==> src/core/tone_report_pkg.sv <==
/*
  Shared constants for the tone report block: register map, field
  positions, default tone tables.
  Assumes a 32-bit Avalon-MM byte address space of 256 bytes.
*/
package tone_report_pkg;
  // ==========================================================
  // Sizes
  localparam int FREQ_W = 12;
  localparam int CODE_W = 4;
  localparam int NCODES = 16;
  localparam int ADDR_W = 8;
  // ==========================================================
  // Register byte offsets
  localparam logic [7:0] OFS_STATUS = 8'h00;
  localparam logic [7:0] OFS_TONE = 8'h04;
  localparam logic [7:0] OFS_MODE = 8'h08;
  localparam logic [7:0] OFS_TXTONE = 8'h0c;
  localparam logic [7:0] OFS_SLOT_BASE = 8'h40;
  // Slot n sits at OFS_SLOT_BASE + 4*n; codes use slots first..last
  localparam logic [5:0] TONE_SLOT_FIRST = 6'h02;
  localparam logic [5:0] TONE_SLOT_LAST = 6'h11;
  // ==========================================================
  // Field positions
  localparam int ST_INBAND_BIT = 13;
  localparam int ST_DTMF_BIT = 12;
  localparam int TS_SEL_BIT = 15;
  localparam int TS_CODE_LSB = 11;
  localparam int TS_DTMF_BIT = 10;
  localparam int TX_SEL_LSB = 11;
  localparam int TX_DTMF_LSB = 0;
  localparam int TX_GEN_BIT = 4;
  localparam int TX_SINGLE_BIT = 5;
  localparam int MODE_SEL_BIT = 0;
  localparam int MODE_DTMF_BIT = 1;
  localparam logic [15:0] MODE_RESET = 16'h0000;
  localparam logic [15:0] TX_RESET = 16'h0000;
  localparam logic [3:0] REPEAT_CODE = 4'he;
  // ==========================================================
  // Default slot contents, entry 0 first from the right
  localparam logic [NCODES-1:0][FREQ_W-1:0] SEL_DEFAULT = {
    12'h41f, 12'h83e, 12'h3df, 12'h8c7, 12'h3a2, 12'h960, 12'h744, 12'h6d3,
    12'h668, 12'h604, 12'h5a6, 12'h54e, 12'h4fb, 12'h4ad, 12'h464, 12'h7bd};
  // DTMF low and high tone per code 0..f
  localparam logic [NCODES-1:0][FREQ_W-1:0] DTMF_LO = {
    12'h354, 12'h302, 12'h2b9, 12'h3ad, 12'h3ad, 12'h3ad, 12'h354, 12'h354,
    12'h354, 12'h302, 12'h302, 12'h302, 12'h2b9, 12'h2b9, 12'h2b9, 12'h3ad};
  localparam logic [NCODES-1:0][FREQ_W-1:0] DTMF_HI = {
    12'h661, 12'h661, 12'h661, 12'h5c5, 12'h4b9, 12'h538, 12'h5c5, 12'h538,
    12'h4b9, 12'h5c5, 12'h538, 12'h4b9, 12'h5c5, 12'h538, 12'h4b9, 12'h661};
  // Single tone keeps the high tone where the bit is set
  localparam logic [15:0] DTMF_SINGLE_HI = 16'hff00;
endpackage : tone_report_pkg

==> src/core/tone_slot_mem.sv <==
/*
  Programmable tone slot memory, one write port and one read port.
  Read data are registered: address in one cycle, data the next.
*/
`timescale 1ns/100ps
module tone_slot_mem
  import tone_report_pkg::*;
#(
  parameter int DEPTH = NCODES,
  parameter int W = FREQ_W,
  parameter logic [DEPTH-1:0][W-1:0] INIT = SEL_DEFAULT
) (
  input wire logic clk,
  input wire logic nrst,
  input wire logic wr_en,
  input wire logic [$clog2(DEPTH)-1:0] wr_addr,
  input wire logic [W-1:0] wr_data,
  input wire logic [$clog2(DEPTH)-1:0] rd_addr,
  output logic [W-1:0] rd_data
);
  // ==========================================================
  // State
  typedef struct packed {
    logic [DEPTH-1:0][W-1:0] mem;
    logic [W-1:0] rdata;
  } mem_state_t;
  mem_state_t state_ff;
  mem_state_t nxt_state;

  always_comb begin
    nxt_state = state_ff;
    nxt_state.rdata = state_ff.mem[rd_addr];
    if (wr_en) begin
      nxt_state.mem[wr_addr] = wr_data;
    end
  end

  // Reset loads the standard set so no slot writes are needed before decoding
  always_ff @(posedge clk or negedge nrst) begin
    if (!nrst) begin
      state_ff <= '{mem: INIT, rdata: '0};
    end else begin
      state_ff <= nxt_state;
    end
  end

  assign rd_data = state_ff.rdata;
endmodule : tone_slot_mem

==> src/core/inband_tone_decode_report.sv <==
/*
  Tone decode reporting: maps detector frequencies to codes, keeps the
  tone status and event bits, holds the Tx tone register, Avalon-MM slave.
  Assumes detector inputs come from logic on clk and hold a steady
  frequency while their valid is high.
*/
// Design decisions made here: the placing of the registers and the Avalon-MM interface to the registers.
`timescale 1ns/100ps
module inband_tone_decode_report
  import tone_report_pkg::*;
#(
  parameter logic [FREQ_W-1:0] TOL_HZ = 12'h00a
) (
  input wire logic clk,
  input wire logic nrst,
  input wire logic [ADDR_W-1:0] address,
  input wire logic read,
  input wire logic write,
  input wire logic [31:0] writedata,
  input wire logic [3:0] byteenable,
  output logic [31:0] readdata,
  output logic waitrequest,
  input wire logic sel_tone_valid,
  input wire logic [FREQ_W-1:0] sel_tone_freq,
  input wire logic dtmf_tone_valid,
  input wire logic [FREQ_W-1:0] dtmf_low_freq,
  input wire logic [FREQ_W-1:0] dtmf_high_freq,
  output logic tone_irq,
  output logic [CODE_W-1:0] tx_sel_code,
  output logic [FREQ_W-1:0] tx_low_freq,
  output logic [FREQ_W-1:0] tx_high_freq
);
  // ==========================================================
  // Types and state
  typedef enum logic [2:0] {
    ST_IDLE, ST_SCAN_RD, ST_SCAN_CMP, ST_BUS_RD, ST_BUS_ACK
  } fsm_t;

  typedef struct packed {
    fsm_t fsm;
    logic [CODE_W-1:0] scan_idx;
    logic [FREQ_W-1:0] cand;
    logic seen;
    logic sel_on;
    logic [CODE_W-1:0] sel_code;
    logic dtmf_on;
    logic [CODE_W-1:0] dtmf_code;
    logic irq_inband;
    logic irq_dtmf;
    logic [15:0] tone_status;
    logic [15:0] mode;
    logic [15:0] tx;
    logic [31:0] rdata;
    logic [FREQ_W-1:0] tx_lo;
    logic [FREQ_W-1:0] tx_hi;
  } state_t;

  state_t state_ff;
  state_t nxt_state;
  logic [FREQ_W-1:0] mem_rdata;
  logic [CODE_W-1:0] mem_rd_addr;
  logic mem_wr;
  logic [FREQ_W-1:0] mem_wdata;
  logic [15:0] mem_merged;

  // ==========================================================
  // Functions
  function automatic logic near(input logic [FREQ_W-1:0] a, input logic [FREQ_W-1:0] b);
    near = (a >= b) ? ((a - b) <= TOL_HZ) : ((b - a) <= TOL_HZ);
  endfunction : near

  function automatic logic [15:0] merge16(input logic [15:0] old, input logic [31:0] wd,
                                          input logic [3:0] be);
    merge16 = old;
    if (be[0]) begin
      merge16[7:0] = wd[7:0];
    end
    if (be[1]) begin
      merge16[15:8] = wd[15:8];
    end
  endfunction : merge16

  function automatic logic is_slot(input logic [ADDR_W-1:0] a);
    logic [5:0] w;
    w = a[7:2] - OFS_SLOT_BASE[7:2];
    is_slot = (a[7:2] >= OFS_SLOT_BASE[7:2]) && (w >= TONE_SLOT_FIRST) && (w <= TONE_SLOT_LAST);
  endfunction : is_slot

  // Code n is stored at slot n+2
  function automatic logic [CODE_W-1:0] slot_code(input logic [ADDR_W-1:0] a);
    logic [5:0] w;
    w = a[7:2] - OFS_SLOT_BASE[7:2] - TONE_SLOT_FIRST;
    slot_code = w[CODE_W-1:0];
  endfunction : slot_code

  // First matching pair wins; table is fixed key layout
  function automatic logic [CODE_W:0] dtmf_lookup(input logic [FREQ_W-1:0] lo,
                                                  input logic [FREQ_W-1:0] hi);
    dtmf_lookup = '0;
    for (int i = NCODES - 1; i >= 0; i--) begin
      if (near(lo, DTMF_LO[i]) && near(hi, DTMF_HI[i])) begin
        dtmf_lookup = {1'b1, 4'(i)};
      end
    end
  endfunction : dtmf_lookup

  // ==========================================================
  // Slot memory
  tone_slot_mem #(
    .DEPTH(NCODES),
    .W(FREQ_W),
    .INIT(SEL_DEFAULT)
  ) u_slots (
    .clk(clk),
    .nrst(nrst),
    .wr_en(mem_wr),
    .wr_addr(slot_code(address)),
    .wr_data(mem_wdata),
    .rd_addr(mem_rd_addr),
    .rd_data(mem_rdata)
  );

  assign mem_rd_addr = (state_ff.fsm == ST_SCAN_RD) ? state_ff.scan_idx : slot_code(address);
  assign mem_wr = (state_ff.fsm == ST_BUS_ACK) && write && is_slot(address);
  assign mem_merged = merge16({4'h0, mem_rdata}, writedata, byteenable);
  assign mem_wdata = mem_merged[FREQ_W-1:0];

  // ==========================================================
  // Next state
  logic sel_en;
  logic dtmf_en;
  logic [CODE_W:0] dtmf_hit;
  logic [CODE_W-1:0] txc;
  logic ack;

  always_comb begin
    nxt_state = state_ff;
    // Detectors are enabled independently by mode bits 0 and 1; both can run together
    sel_en = state_ff.mode[MODE_SEL_BIT];
    dtmf_en = state_ff.mode[MODE_DTMF_BIT];
    dtmf_hit = dtmf_lookup(dtmf_low_freq, dtmf_high_freq);
    txc = state_ff.tx[TX_DTMF_LSB +: CODE_W];
    ack = (state_ff.fsm == ST_BUS_ACK);

    // Clears first so that a same-cycle event below wins
    if (ack && read && address == OFS_STATUS) begin
      // Only bits the host has seen are cleared, so an event landing
      // during the read is not lost
      if (state_ff.rdata[ST_INBAND_BIT]) begin
        nxt_state.irq_inband = 1'b0;
      end
      if (state_ff.rdata[ST_DTMF_BIT]) begin
        nxt_state.irq_dtmf = 1'b0;
      end
    end
    if (ack && write && address == OFS_MODE) begin
      nxt_state.mode = merge16(state_ff.mode, writedata, byteenable);
    end
    if (ack && write && address == OFS_TXTONE) begin
      nxt_state.tx = merge16(state_ff.tx, writedata, byteenable);
    end

    if (!(sel_en && sel_tone_valid)) begin
      nxt_state.seen = 1'b0;
    end

    unique case (state_ff.fsm)
      ST_IDLE: begin
        if (sel_en && sel_tone_valid && (!state_ff.seen || sel_tone_freq != state_ff.cand)) begin
          nxt_state.cand = sel_tone_freq;
          nxt_state.seen = 1'b1;
          nxt_state.scan_idx = '0;
          nxt_state.fsm = ST_SCAN_RD;
        end else if (read || write) begin
          nxt_state.fsm = ST_BUS_RD;
        end
      end
      ST_SCAN_RD: begin
        nxt_state.fsm = (sel_en && sel_tone_valid) ? ST_SCAN_CMP : ST_IDLE;
      end
      ST_SCAN_CMP: begin
        if (!(sel_en && sel_tone_valid)) begin
          nxt_state.fsm = ST_IDLE;
        end else if (near(state_ff.cand, mem_rdata)) begin
          // Repeat code gets no special treatment here
          if (!state_ff.sel_on || state_ff.sel_code != state_ff.scan_idx) begin
            nxt_state.irq_inband = 1'b1;
          end
          nxt_state.sel_on = 1'b1;
          nxt_state.sel_code = state_ff.scan_idx;
          nxt_state.tone_status = '0;
          nxt_state.tone_status[TS_SEL_BIT] = 1'b1;
          nxt_state.tone_status[TS_CODE_LSB +: CODE_W] = state_ff.scan_idx;
          nxt_state.fsm = ST_IDLE;
        end else if (state_ff.scan_idx == CODE_W'(NCODES - 1)) begin
          // Last slot missed: no valid tone any more
          if (state_ff.sel_on) begin
            nxt_state.irq_inband = 1'b1;
            nxt_state.tone_status = '0;
          end
          nxt_state.sel_on = 1'b0;
          nxt_state.fsm = ST_IDLE;
        end else begin
          nxt_state.scan_idx = state_ff.scan_idx + 4'h1;
          nxt_state.fsm = ST_SCAN_RD;
        end
      end
      ST_BUS_RD: begin
        nxt_state.rdata = '0;
        if (read) begin
          if (address == OFS_STATUS) begin
            nxt_state.rdata[ST_INBAND_BIT] = state_ff.irq_inband;
            nxt_state.rdata[ST_DTMF_BIT] = state_ff.irq_dtmf;
          end else if (address == OFS_TONE) begin
            nxt_state.rdata[15:0] = state_ff.tone_status;
          end else if (address == OFS_MODE) begin
            nxt_state.rdata[15:0] = state_ff.mode;
          end else if (address == OFS_TXTONE) begin
            nxt_state.rdata[15:0] = state_ff.tx;
          end else if (is_slot(address)) begin
            nxt_state.rdata[FREQ_W-1:0] = mem_rdata;
          end
        end
        nxt_state.fsm = ST_BUS_ACK;
      end
      ST_BUS_ACK: begin
        nxt_state.fsm = ST_IDLE;
      end
    endcase

    // Inband tone dropped while reported
    if (state_ff.sel_on && !(sel_en && sel_tone_valid)) begin
      nxt_state.sel_on = 1'b0;
      nxt_state.irq_inband = 1'b1;
      nxt_state.tone_status = '0;
    end

    // DTMF: events only on on/off, a new key while on just updates status
    if (dtmf_en && dtmf_tone_valid && dtmf_hit[CODE_W]) begin
      if (!state_ff.dtmf_on) begin
        nxt_state.irq_dtmf = 1'b1;
      end
      nxt_state.dtmf_on = 1'b1;
      nxt_state.dtmf_code = dtmf_hit[CODE_W-1:0];
      nxt_state.tone_status = '0;
      nxt_state.tone_status[TS_DTMF_BIT] = 1'b1;
      nxt_state.tone_status[TS_CODE_LSB +: CODE_W] = dtmf_hit[CODE_W-1:0];
    end else if (state_ff.dtmf_on) begin
      nxt_state.dtmf_on = 1'b0;
      nxt_state.irq_dtmf = 1'b1;
      nxt_state.tone_status = '0;
    end

    // Tx pair from DTMF code in bits 3-0
    nxt_state.tx_lo = '0;
    nxt_state.tx_hi = '0;
    if (state_ff.tx[TX_GEN_BIT]) begin
      nxt_state.tx_lo = DTMF_LO[txc];
      nxt_state.tx_hi = DTMF_HI[txc];
      if (state_ff.tx[TX_SINGLE_BIT]) begin
        if (DTMF_SINGLE_HI[txc]) begin
          nxt_state.tx_lo = '0;
        end else begin
          nxt_state.tx_hi = '0;
        end
      end
    end
  end

  always_ff @(posedge clk or negedge nrst) begin
    if (!nrst) begin
      state_ff <= '{fsm: ST_IDLE, mode: MODE_RESET, tx: TX_RESET, default: '0};
    end else begin
      state_ff <= nxt_state;
    end
  end

  // ==========================================================
  // Outputs
  assign readdata = state_ff.rdata;
  assign waitrequest = !(state_ff.fsm == ST_BUS_ACK);
  assign tone_irq = state_ff.irq_inband || state_ff.irq_dtmf;
  assign tx_sel_code = state_ff.tx[TX_SEL_LSB +: CODE_W];
  assign tx_low_freq = state_ff.tx_lo;
  assign tx_high_freq = state_ff.tx_hi;

  // ==========================================================
  // Checks
  chk_inband_on_irq: assert property (@(posedge clk) disable iff (!nrst)
    $rose(state_ff.sel_on) |-> state_ff.irq_inband && tone_irq)
    else $error("inband tone start without event");

  chk_scan_first: assert property (@(posedge clk) disable iff (!nrst)
    (state_ff.fsm == ST_SCAN_CMP && sel_en && sel_tone_valid && near(state_ff.cand, mem_rdata))
    |=> state_ff.sel_on && state_ff.sel_code == $past(state_ff.scan_idx)
        && state_ff.fsm == ST_IDLE)
    else $error("scan reported wrong code");

  chk_end_clears: assert property (@(posedge clk) disable iff (!nrst)
    ($fell(state_ff.sel_on) && !state_ff.dtmf_on) |-> state_ff.tone_status == 16'h0000)
    else $error("tone status not cleared at tone end");

  chk_sel_fields: assert property (@(posedge clk) disable iff (!nrst)
    $rose(state_ff.sel_on) && !state_ff.dtmf_on |->
      state_ff.tone_status[TS_SEL_BIT] && !state_ff.tone_status[TS_DTMF_BIT]
      && state_ff.tone_status[TS_CODE_LSB +: CODE_W] == state_ff.sel_code)
    else $error("selcall status fields wrong");

  chk_dtmf_event: assert property (@(posedge clk) disable iff (!nrst)
    $changed(state_ff.dtmf_on) |-> state_ff.irq_dtmf ##1 (state_ff.irq_dtmf || $past(ack && read)))
    else $error("dtmf edge without event");

  chk_dtmf_fields: assert property (@(posedge clk) disable iff (!nrst)
    $rose(state_ff.dtmf_on) |-> state_ff.tone_status[TS_DTMF_BIT]
      && !state_ff.tone_status[TS_SEL_BIT]
      && state_ff.tone_status[TS_CODE_LSB +: CODE_W] == state_ff.dtmf_code)
    else $error("dtmf status fields wrong");

  chk_single_tone: assert property (@(posedge clk) disable iff (!nrst)
    (state_ff.tx[TX_GEN_BIT] && state_ff.tx[TX_SINGLE_BIT] && $stable(state_ff.tx))
    |=> (tx_low_freq == 12'h000) != (tx_high_freq == 12'h000))
    else $error("single tone sends both or neither");

  chk_read_clear: assert property (@(posedge clk) disable iff (!nrst)
    (ack && read && address == OFS_STATUS && state_ff.sel_on == nxt_state.sel_on
     && state_ff.dtmf_on == nxt_state.dtmf_on
     && state_ff.rdata[ST_INBAND_BIT] == state_ff.irq_inband
     && state_ff.rdata[ST_DTMF_BIT] == state_ff.irq_dtmf)
    |=> !tone_irq)
    else $error("status read did not clear events");

  chk_bus_answer: assert property (@(posedge clk) disable iff (!nrst)
    (state_ff.fsm == ST_BUS_RD) |=> !waitrequest ##1 waitrequest)
    else $error("bus answer timing wrong");
endmodule : inband_tone_decode_report

==> config.mk <==
export PLATFORM = sky130hd
export DESIGN_NAME = inband_tone_decode_report
export DESIGN_NICKNAME = d
export VERILOG_FILES = /design/src/core/tone_report_pkg.sv /design/src/core/tone_slot_mem.sv /design/src/core/inband_tone_decode_report.sv
export SDC_FILE = /design/constraint.sdc
export NUM_CORES = 1
export LEC_CHECK = 0
export BUFFER_PORTS_ARGS = -buffer_cell sky130_fd_sc_hd__buf_2
export CORE_ASPECT_RATIO = 1.75
export CORE_UTILIZATION = 55
export CTS_CLUSTER_DIAMETER = 150
export DETAILED_ROUTE_END_ITERATION = 7
export MAX_ROUTING_LAYER = met4
export PLACE_DENSITY = 0.74
export SYNTH_ARGS = -nofsm -noshare
export SYNTH_HDL_FRONTEND = slang
export SYNTH_SLANG_ARGS = --single-unit
==> constraint.sdc <==
create_clock -name clk -period 8.6 [get_ports clk]
set_input_delay 0 -clock clk [delete_from_list [all_inputs] [get_ports clk]]
set_output_delay 0 -clock clk [all_outputs]
set_load 0.01 [all_outputs]
==> results of run 1 <==
layer usage:
layer | part of all wire, % | routed length (µm) | global-route usage, %
met1 | 36 | 19300 | 33.6
met2 | 52 | 28400 | 56.7
met5 | 0 | 0 | -
met4 | 6.7 | 3610 | 21.5
met3 | 5.0 | 2730 | 4.04
flip-flops by register name (all words and copies together), names as in the netlist:
name              flops
tx_sel_code           4
u_slots.state_ff    192
state_ff             60
dtmf_en               1
sel_en                1
tx_low_freq           7
readdata             16
tx_high_freq          9
u_slots.rd_data      12
cells by family (layout without fill, tap and decap cells):
logic type,Yosys count,after routing,share of synthesized area [%]
xor+xnor,65,65,2.99
simple gates,649,649,15.9
compound gates,604,604,19.0
buf+inv,283,282,7.27
other cells,1,24,0.0197
flops,302,302,40.3
mux,123,123,9.99
fa+ha+maj,67,67,4.48
power groups by stage:
| stage | clock network (µW) | registers (µW) | logic [µW] |
|---|---|---|---|
| global placement | 0 | 1610 | 1030 |
| finish | 1250 | 1590 | 1060 |
| global route | 1310 | 1600 | 1160 |
| floorplan | 0 | 1580 | 770 |
| CTS | 1270 | 1590 | 1060 |
| detailed placement | 0 | 1620 | 1040 |
cell type report:
cell class | count | area, µm² | area share (%)
flip-flops and latches | 302 | 7680 | 37.4
well taps | 455 | 569 | 2.77
inverters | 83 | 314 | 1.53
diodes | 4 | 10.0 | 0.0487
clock inverters | 8 | 98.8 | 0.481
clock buffers | 40 | 816 | 3.97
repair buffers | 151 | 966 | 4.70
multi-input cells | 1528 | 10100 | 49.2
cell usage after synthesis, types with 7 or more instances:
cell and number:
buf_4 67, o22ai_1 15, o31ai_1 8, ha_1 65
xor2_1 19, nor2_1 96, o21ai_0 286, buf_2 38
nand3b_1 12, inv_1 79, nor3b_1 8, o21a_1 12
clkbuf_1 86, nor2b_1 23, and3_1 9, a211oi_1 29
o32ai_1 7, or3_1 9, and2_1 19, mux2i_1 32
nor3_1 29, nand3_1 41, a21oi_1 107, dfrtp_1 207
o2111ai_1 8, a21o_1 14, xnor2_1 46, nor4_1 10
nand2_1 335, mux4_2 49, a31oi_1 32, mux2_2 39
nand4_1 12, nand2b_1 16, a2111oi_0 7, dfstp_2 95
metrics by stage:
step | instance area (µm²) | setup slack (ns) | hold slack, ns
6_report | 20600 | 4.71 | 0.113
5_1_grt | 20600 | 4.64 | 0.167
4_1_cts | 20500 | 4.76 | 0.0766
3_5_place_dp | 19300 | 4.63 | 0.173
3_3_place_gp | 19300 | 4.78 | 0.164
2_1_floorplan | 19100 | 5.45 | -0.296
tightest hold or removal path, cell delays in order:
cell	delay [ns]
buf_2	0.10
nor3b_1	0.08
nand2_1	0.21
o22ai_1	0.10
nand3_1	0.08
nand2_1	0.05
worst max-delay path by stage:
stage                    endpoint  slack [ns]               from  cells after the start
floorplan           state_ff[129]        5.45      state_ff[117]                     11
global placement    state_ff[129]        4.78      state_ff[127]                      9
detailed placement  state_ff[101]        4.63  dtmf_high_freq[1]                     14
CTS                 state_ff[129]        4.76      state_ff[127]                      9
global route        state_ff[129]        4.64      state_ff[120]                     13
finish              state_ff[129]        4.71      state_ff[127]                      9
==> metrics, run 1 <==
status finished clean; Gate power share 27.2%; FF-to-FF setup slack 4.71 ns; Top Ports 148; die height 248 µm; GPL Wtd Cong 1.01; Total Power 3900 µW; EDFF count, synth 0; TritonCTS buffer count 26; gr usage total 32.2%; synth unique cells 98; CP Class reg2reg; share of cells above drive strength 1 17.9%; Synth Warn # 0; reg2reg end state_ff[129]; DR iter-0 viols 841; Final Slew Violations 0; Worst R2R Path Depth 9; Min Clock Period, post-route 3.89 ns; LEAKAGE 0.00868 µW; fraction of registers with async set/reset 100%; Pwr per Cell Area 190 nW/µm²; total number of vias 15,700; Die X 143 µm; synthesized flop and latch total 302; Clock Latency Late Sink 0.55 ns; final setup TNS 0 ns; Nets 2,245; critical-path cell list xnor2_1, nand4_1, nor4_1, a41oi_1, and2_1, a21oi_1, nor2b_1, nor2_1, mux2_2; gr ovfl total 0; Synth Flop Type dfrtp_1; Sw Pwr 1300 µW; row count 89; Worst Min Path Start address[0]; Crit path required time 9.04 ns; root buffer cell clkbuf_16; RSZ-0062 raised after global routing no; slowest CP cell nor4_1; Hold Path Cell Cnt 6; Core Area 34,000 µm²; Yosys top cell by area dfrtp_1; Worst VDD drop 0.225 mV; headroom to the max-slew limit 16.8%; commonest non-fill, non-tap cell in the layout nand2_1; critical path launch point type flop; Hold Crit Class in2reg; Worst Skew 0.0153 ns; # DRC 0; H-tree levels 1; initial antenna violation count 4; Antenna Nets Post-Route 0; number of setup violations in the final report 0; CP Capture Type flop; Largest stage delay, worst path 0.94 ns; clock group share of total power 31.9%; routed wire length 54.0 mm; FMAX 257 MHz; Synth Cell Area 19,100 µm²; register share of total power 40.8%; synth top area cells dfrtp_1 27%, dfstp_2 13%, o21ai_0 7.5%; top cell type's share of synthesized area 27.2%; DP Cell Count 2,486; layout overhead on the synthesized area 7.82%; Top delay family on crit path simple AND/OR/NAND/NOR gates; CP max FO 27; DRT Pass-1 Iters 5; Mapped Avg Cell Area 9.10 µm²; most frequent cells in the layout 335 x nand2_1, 286 x o21ai_0, 207 x dfrtp_1; deepest clock path buffer count 3; die area 35,400 µm²; first-pass GRT wire length 85.1 mm; vias in the first global route 15,600; hold buffers post-CTS 33; total clock sinks 302; CTS tree yes; register area share after synthesis 40.3%; Sw Ratio 33.3%; setup bufs post-CTS 0; Buffers on Ports 109; WHS Endpoint readdata[13]; Fin. Hold Viols 0; FF-to-FF Start state_ff[127]; period utilization 45.2%; Fill cells 2,972; Syn Inst Count 2,094; largest net degree at the start of global routing 175; clk slew on worst S/H paths 0.07 ns; vias per inst 6.12; Finished Layout Cells 2,571; drt wl/cell 21.0 µm; Starting Density 56.1%; critical path arrival 4.33 ns; WP buf/inv 0; CTS resizes 0; Internal 2600 µW; Slew @ Worst Pin 1.21 ns; max cap viols 0; DP HPWL 39.1 mm; Final Core Density 60.5%
Note: power is estimated with default switching activity, not from simulation.
==> run 2: changes to the inputs <==
--- a/config.mk
+++ b/config.mk
@@ -11,7 +11,7 @@
 export CTS_CLUSTER_DIAMETER = 150
 export DETAILED_ROUTE_END_ITERATION = 7
 export MAX_ROUTING_LAYER = met4
-export PLACE_DENSITY = 0.74
+export PLACE_DENSITY = 0.77
 export SYNTH_ARGS = -nofsm -noshare
 export SYNTH_HDL_FRONTEND = slang
 export SYNTH_SLANG_ARGS = --single-unit
==> constraint.sdc (replaced) <==
create_clock -name clk -period 3.4 [get_ports clk]
set_input_delay 0 -clock clk [delete_from_list [all_inputs] [get_ports clk]]
set_output_delay 0 -clock clk [all_outputs]
set_load 0.01 [all_outputs]
==> metrics, run 2 (synthesis results as in run 1) <==
setup ws final 0.0961 ns; status finished clean; deepest clock path buffer count 3; Fill cells 2,777; Crit path required time 3.85 ns; total clock sinks 302; Min Clock Period, post-route 3.30 ns; DR iter-0 viols 1,069; CP Class reg2reg; max cap viols 0; gr usage total 32.3%; CTS tree yes; critical path launch point type flop; die area 35,400 µm²; DRT Pass-1 Iters 5; worst setup path start state_ff[117]; RSZ-0062 raised after global routing yes; GPL Wtd Cong 0.973; Nets 2,330; Antenna Nets Post-Route 0; reg2reg end state_ff[129]; Worst R2R Path Depth 12; Worst Skew 0.0224 ns; Fin. Hold Viols 0; Die X 143 µm; drt wl/cell 20.4 µm; DP HPWL 39.9 mm; vias in the first global route 16,300; Top Ports 148; gr ovfl total 0; LEAKAGE 0.00914 µW; Worst VDD drop 0.502 mV; routed wire length 54.2 mm; TritonCTS buffer count 29; Setup crit end state_ff[129]; H-tree levels 1; CP Capture Type flop; clk slew on worst S/H paths 0.06 ns; number of setup violations in the final report 0; worst hold margin 0.00750 ns; largest net degree at the start of global routing 88; share of cells above drive strength 1 21.7%; FF-to-FF setup slack 0.1 ns; Most flops, register u_slots.state_ff; CP max FO 4; total number of vias 16,100; headroom to the max-slew limit 11.2%; Starting Density 56.1%; Final Core Density 62.8%; commonest non-fill, non-tap cell in the layout nand2_1; critical path arrival 3.76 ns; Slew @ Worst Pin 1.29 ns; FF-to-FF Start state_ff[117]; number of flip-flops under the largest register name 192; FMAX 303 MHz; most frequent cells in the layout 335 x nand2_1, 283 x o21ai_0, 207 x dfrtp_1; Place WS -0.0353 ns; die height 248 µm; Final Slew Violations 0; Buffers on Ports 109; DP Cell Count 2,567; Hold Crit Class in2async; row count 89; # DRC 0; Core Area 34,000 µm²; Post-DP Area 19,900 µm²; root buffer cell clkbuf_16; Finished Layout Cells 2,661; vias per inst 6.06; layout overhead on the synthesized area 11.9%; Clock Latency Late Sink 0.58 ns; period utilization 97.2%; first-pass GRT wire length 86.5 mm; initial antenna violation count 6; Pwr per Cell Area 487 nW/µm²; Post-Layout Inst Area 21,300 µm²
run 2: cell count changes in the layout (fill, tap and decap cells not counted), sizes merged:
cell         change
clkinv           +2
clkbuf           +3
diode            +2
buf             +83
inv              +1
dlygate4sd3      -1
run 2: how the worst min path moves through the flow:
stage | startpoint | endpoint | cells after the start | slack, ns
global placement | nrst | u_slots.state_ff[160] | 1 | 0.04
global route | dtmf_tone_valid | state_ff[102] | 4 | 0.008
floorplan | nrst | dtmf_en | 0 | -0.30
detailed placement | nrst | u_slots.state_ff[160] | 1 | 0.05
finish | nrst | u_slots.state_ff[160] | 2 | 0.008
CTS | dtmf_tone_valid | state_ff[102] | 4 | 0.03
run 2: what timing repair did:
item	4_1_cts	5_1_grt
hold buffers	32	0
gates cloned	0	0
buffers inserted	1	0
setup endpoints to repair	9	11
pin swaps	1	3
resized for setup	1	13
hold endpoints to repair	139	0
run 2: cell type report:
| class | instances | area [µm²] | area share [%] |
|---|---|---|---|
| Clock inverter | 11 | 129 | 0.604 |
| Sequential cell | 302 | 7680 | 36.0 |
| Timing Repair Buffer | 233 | 1620 | 7.58 |
| Clock buffer | 43 | 868 | 4.07 |
| Antenna cell | 6 | 15.0 | 0.0704 |
| Tap cell | 455 | 569 | 2.67 |
| Multi-Input combinational cell | 1528 | 10100 | 47.6 |
| Inverter | 83 | 314 | 1.47 |
run 2: metrics by stage:
stage | power (µW) | setup TNS (ns)
final | 10400 | 0
after global routing | 10800 | -0.0632
after CTS | 10300 | 0
after detailed placement | 6980 | -0.147
after global placement | 6940 | 0
after floorplan | 5940 | 0
run 2: per-layer routing:
| metal | part of all wire (%) | vias to the layer above | track usage, % | wire length (µm) |
|---|---|---|---|---|
| li1 | - | 7513 | - | - |
| met1 | 37 | 7855 | 34.6 | 20000 |
| met2 | 52 | 572 | 57.4 | 28400 |
| met3 | 5.0 | 183 | 4.02 | 2720 |
| met4 | 5.7 | 0 | 18.3 | 3120 |
| met5 | 0 | - | - | 0 |
run 2: where the power goes:
group          internal, µW  total (µW)  switching [µW]
clock network          1930        3350            1420
registers              3830        4030             197
logic                  1160        3010            1850
run 2: critical path: stages (launching register included):
cell and delay, ns:
dfrtp_1 0.39, ha_1 0.23, fa_2 0.37, nor2b_1 0.18, o2111ai_1 0.17, a31oi_1 0.24, a31oi_1 0.07, or4b_1 0.50
nor3_2 0.14, a32oi_2 0.19, nor2b_2 0.21, nor2_2 0.14, mux2_2 0.34
==> run 3: changes to the inputs <==
--- a/config.mk
+++ b/config.mk
@@ -8,10 +8,12 @@
 export BUFFER_PORTS_ARGS = -buffer_cell sky130_fd_sc_hd__buf_2
 export CORE_ASPECT_RATIO = 1.75
 export CORE_UTILIZATION = 55
+export CTS_BUF_LIST = sky130_fd_sc_hd__clkbuf_8
 export CTS_CLUSTER_DIAMETER = 150
 export DETAILED_ROUTE_END_ITERATION = 7
 export MAX_ROUTING_LAYER = met4
-export PLACE_DENSITY = 0.77
+export PLACE_DENSITY = 0.74
+export SLEW_MARGIN = 25
 export SYNTH_ARGS = -nofsm -noshare
 export SYNTH_HDL_FRONTEND = slang
 export SYNTH_SLANG_ARGS = --single-unit
==> constraint.sdc (replaced) <==
create_clock -name clk -period 4 [get_ports clk]
set_input_delay 0 -clock clk [delete_from_list [all_inputs] [get_ports clk]]
set_output_delay 0 -clock clk [all_outputs]
set_load 0.01 [all_outputs]
==> metrics, run 3 (synthesis results as in run 1) <==
DRT Pass-1 Iters 5; largest net degree at the start of global routing 104; max cap viols 0; Largest stage delay, worst path 0.56 ns; critical path arrival 4.12 ns; RSZ-0062 raised after global routing no; first-pass GRT wire length 85.0 mm; CTS tree yes; LEAKAGE 0.00889 µW; # DRC 0; Starting Density 56.1%; Core Area 34,000 µm²; critical path launch point type flop; Crit path required time 4.45 ns; Total Power 8220 µW; commonest non-fill, non-tap cell in the layout nand2_1; clk slew on worst S/H paths 0.06 ns; share of cells above drive strength 1 20.0%; Top delay family on crit path simple AND/OR/NAND/NOR gates; slowest CP cell or4b_1; Buffers on Ports 109; FMAX 273 MHz; total clock sinks 302; CP Class reg2reg; Gate power share 28.9%; TritonCTS buffer count 43; root buffer cell clkbuf_8; Final Slew Violations 0; setup bufs post-CTS 0; Internal 5370 µW; Sw Pwr 2850 µW; Most flops, register u_slots.state_ff; Fill cells 2,942; GPL Wtd Cong 0.975; Fin. Hold Viols 0; initial antenna violation count 4; Die X 143 µm; FF-to-FF setup slack 0.33 ns; final setup TNS 0 ns; Worst Skew 0.0355 ns; reg2reg end state_ff[129]; Slew @ Worst Pin 0.921 ns; Sw Ratio 34.7%; DP HPWL 40.2 mm; Nets 2,293; Antenna Nets Post-Route 0; vias per inst 6.04; register share of total power 41.8%; Clock Latency Late Sink 0.60 ns; WP buf/inv 1; drt wl/cell 20.5 µm; FF-to-FF Start u_slots.rd_data[0]; routed wire length 53.9 mm; total number of vias 15,900; die area 35,400 µm²; layout overhead on the synthesized area 9.10%; gr ovfl total 0; most frequent cells in the layout 335 x nand2_1, 286 x o21ai_0, 207 x dfrtp_1; Hold Crit Class in2reg; CP max FO 4; Worst Min Path Start address[2]; headroom to the max-slew limit 38.4%; die height 248 µm; Worst R2R Path Depth 12; gr usage total 32.3%; number of setup violations in the final report 0; status finished clean; critical-path cell list inv_1, ha_1, fa_1, o21ai_1, mux2i_1, a2111o_1, or4b_1, nor3_2, a32oi_1, nor2b_1, nor2_1, mux2_2; number of flip-flops under the largest register name 192; vias in the first global route 15,900; Top Ports 148; DR iter-0 viols 908; CP Capture Type flop; clock group share of total power 29.3%; WHS Endpoint state_ff[105]; Min Clock Period, post-route 3.67 ns; period utilization 91.7%; Hold Path Cell Cnt 5; Worst VDD drop 0.491 mV; row count 89; Pwr per Cell Area 395 nW/µm²; H-tree levels 2; deepest clock path buffer count 3
-- run 3: changes by cell type in the layout (fill, tap and decap cells not counted), sizes merged --
cell | before | now
dlygate4sd3 | 32 | 34
buf | 201 | 148
inv | 84 | 101
clkbuf | 43 | 54
clkinvlp | 2 | 1
bufinv | 2 | 0
diode | 6 | 4
-- run 3: worst max path at each step --
| stage | startpoint | endpoint | slack [ns] | cells after the start |
|---|---|---|---|---|
| floorplan | state_ff[117] | state_ff[129] | 0.85 | 11 |
| global placement | u_slots.rd_data[0] | state_ff[129] | 0.40 | 12 |
| detailed placement | u_slots.rd_data[0] | state_ff[129] | 0.34 | 12 |
| CTS | u_slots.rd_data[0] | state_ff[129] | 0.33 | 12 |
| global route | u_slots.rd_data[0] | state_ff[102] | 0.12 | 13 |
| finish | u_slots.rd_data[0] | state_ff[129] | 0.33 | 12 |
-- run 3: per-stage QoR --
step / hold WS, ns / instances / setup slack [ns] / utilization (%) / cell area [µm²]
2_1_floorplan: -0.296 / 2113 / 0.847 / - / 19100
3_3_place_gp: 0.0872 / 2516 / 0.398 / 57.6 / 19600
3_5_place_dp: 0.0959 / 2516 / 0.338 / 57.6 / 19600
4_1_cts: 0.0173 / 2629 / 0.329 / 61.2 / 20800
5_1_grt: 0.0811 / 2633 / 0.117 / 61.2 / 20800
6_report: 0.0411 / 2633 / 0.333 / 61.2 / 20800
-- run 3: metal layers --
metal	GRT usage (%)	share of wire (%)	vias to the layer above
li1	-	-	7436
met1	32.7	36	7780
met2	58.0	53	506
met3	4.25	4.2	177
met4	20.8	6.8	0
met5	-	0	-
-- run 3: cell type report --
class                           count  area, µm²  share of cell area [%]
Multi-Input combinational cell   1528      10100                    48.7
Timing Repair Buffer              182       1240                    5.96
Antenna cell                        4       10.0                  0.0481
Clock inverter                     25        113                   0.542
Sequential cell                   302       7680                    36.9
Inverter                           83        314                    1.51
Clock buffer                       54        743                    3.57
Tap cell                          455        569                    2.74
-- run 3: power groups by stage --
stage / Clock (µW) / Combinational (µW) / Sequential (µW)
6_report: 2410 / 2380 / 3440
5_1_grt: 2570 / 2590 / 3460
4_1_cts: 2450 / 2360 / 3430
3_5_place_dp: 0 / 2320 / 3480
3_3_place_gp: 0 / 2300 / 3470
2_1_floorplan: 0 / 1660 / 3390
-- run 3: tightest hold or removal path, delay by kind of cell --
kind,cells,cell delay [ns]
and+or+nand+nor,3,0.24
buffers and inverters,1,0.26
AOI/OAI and AO/OA,1,0.06
-- run 3: timing repair --
action | CTS | global route
hold endpoints to repair | 224 | 0
hold buffers | 34 | 0
gates resized for setup | 0 | 0
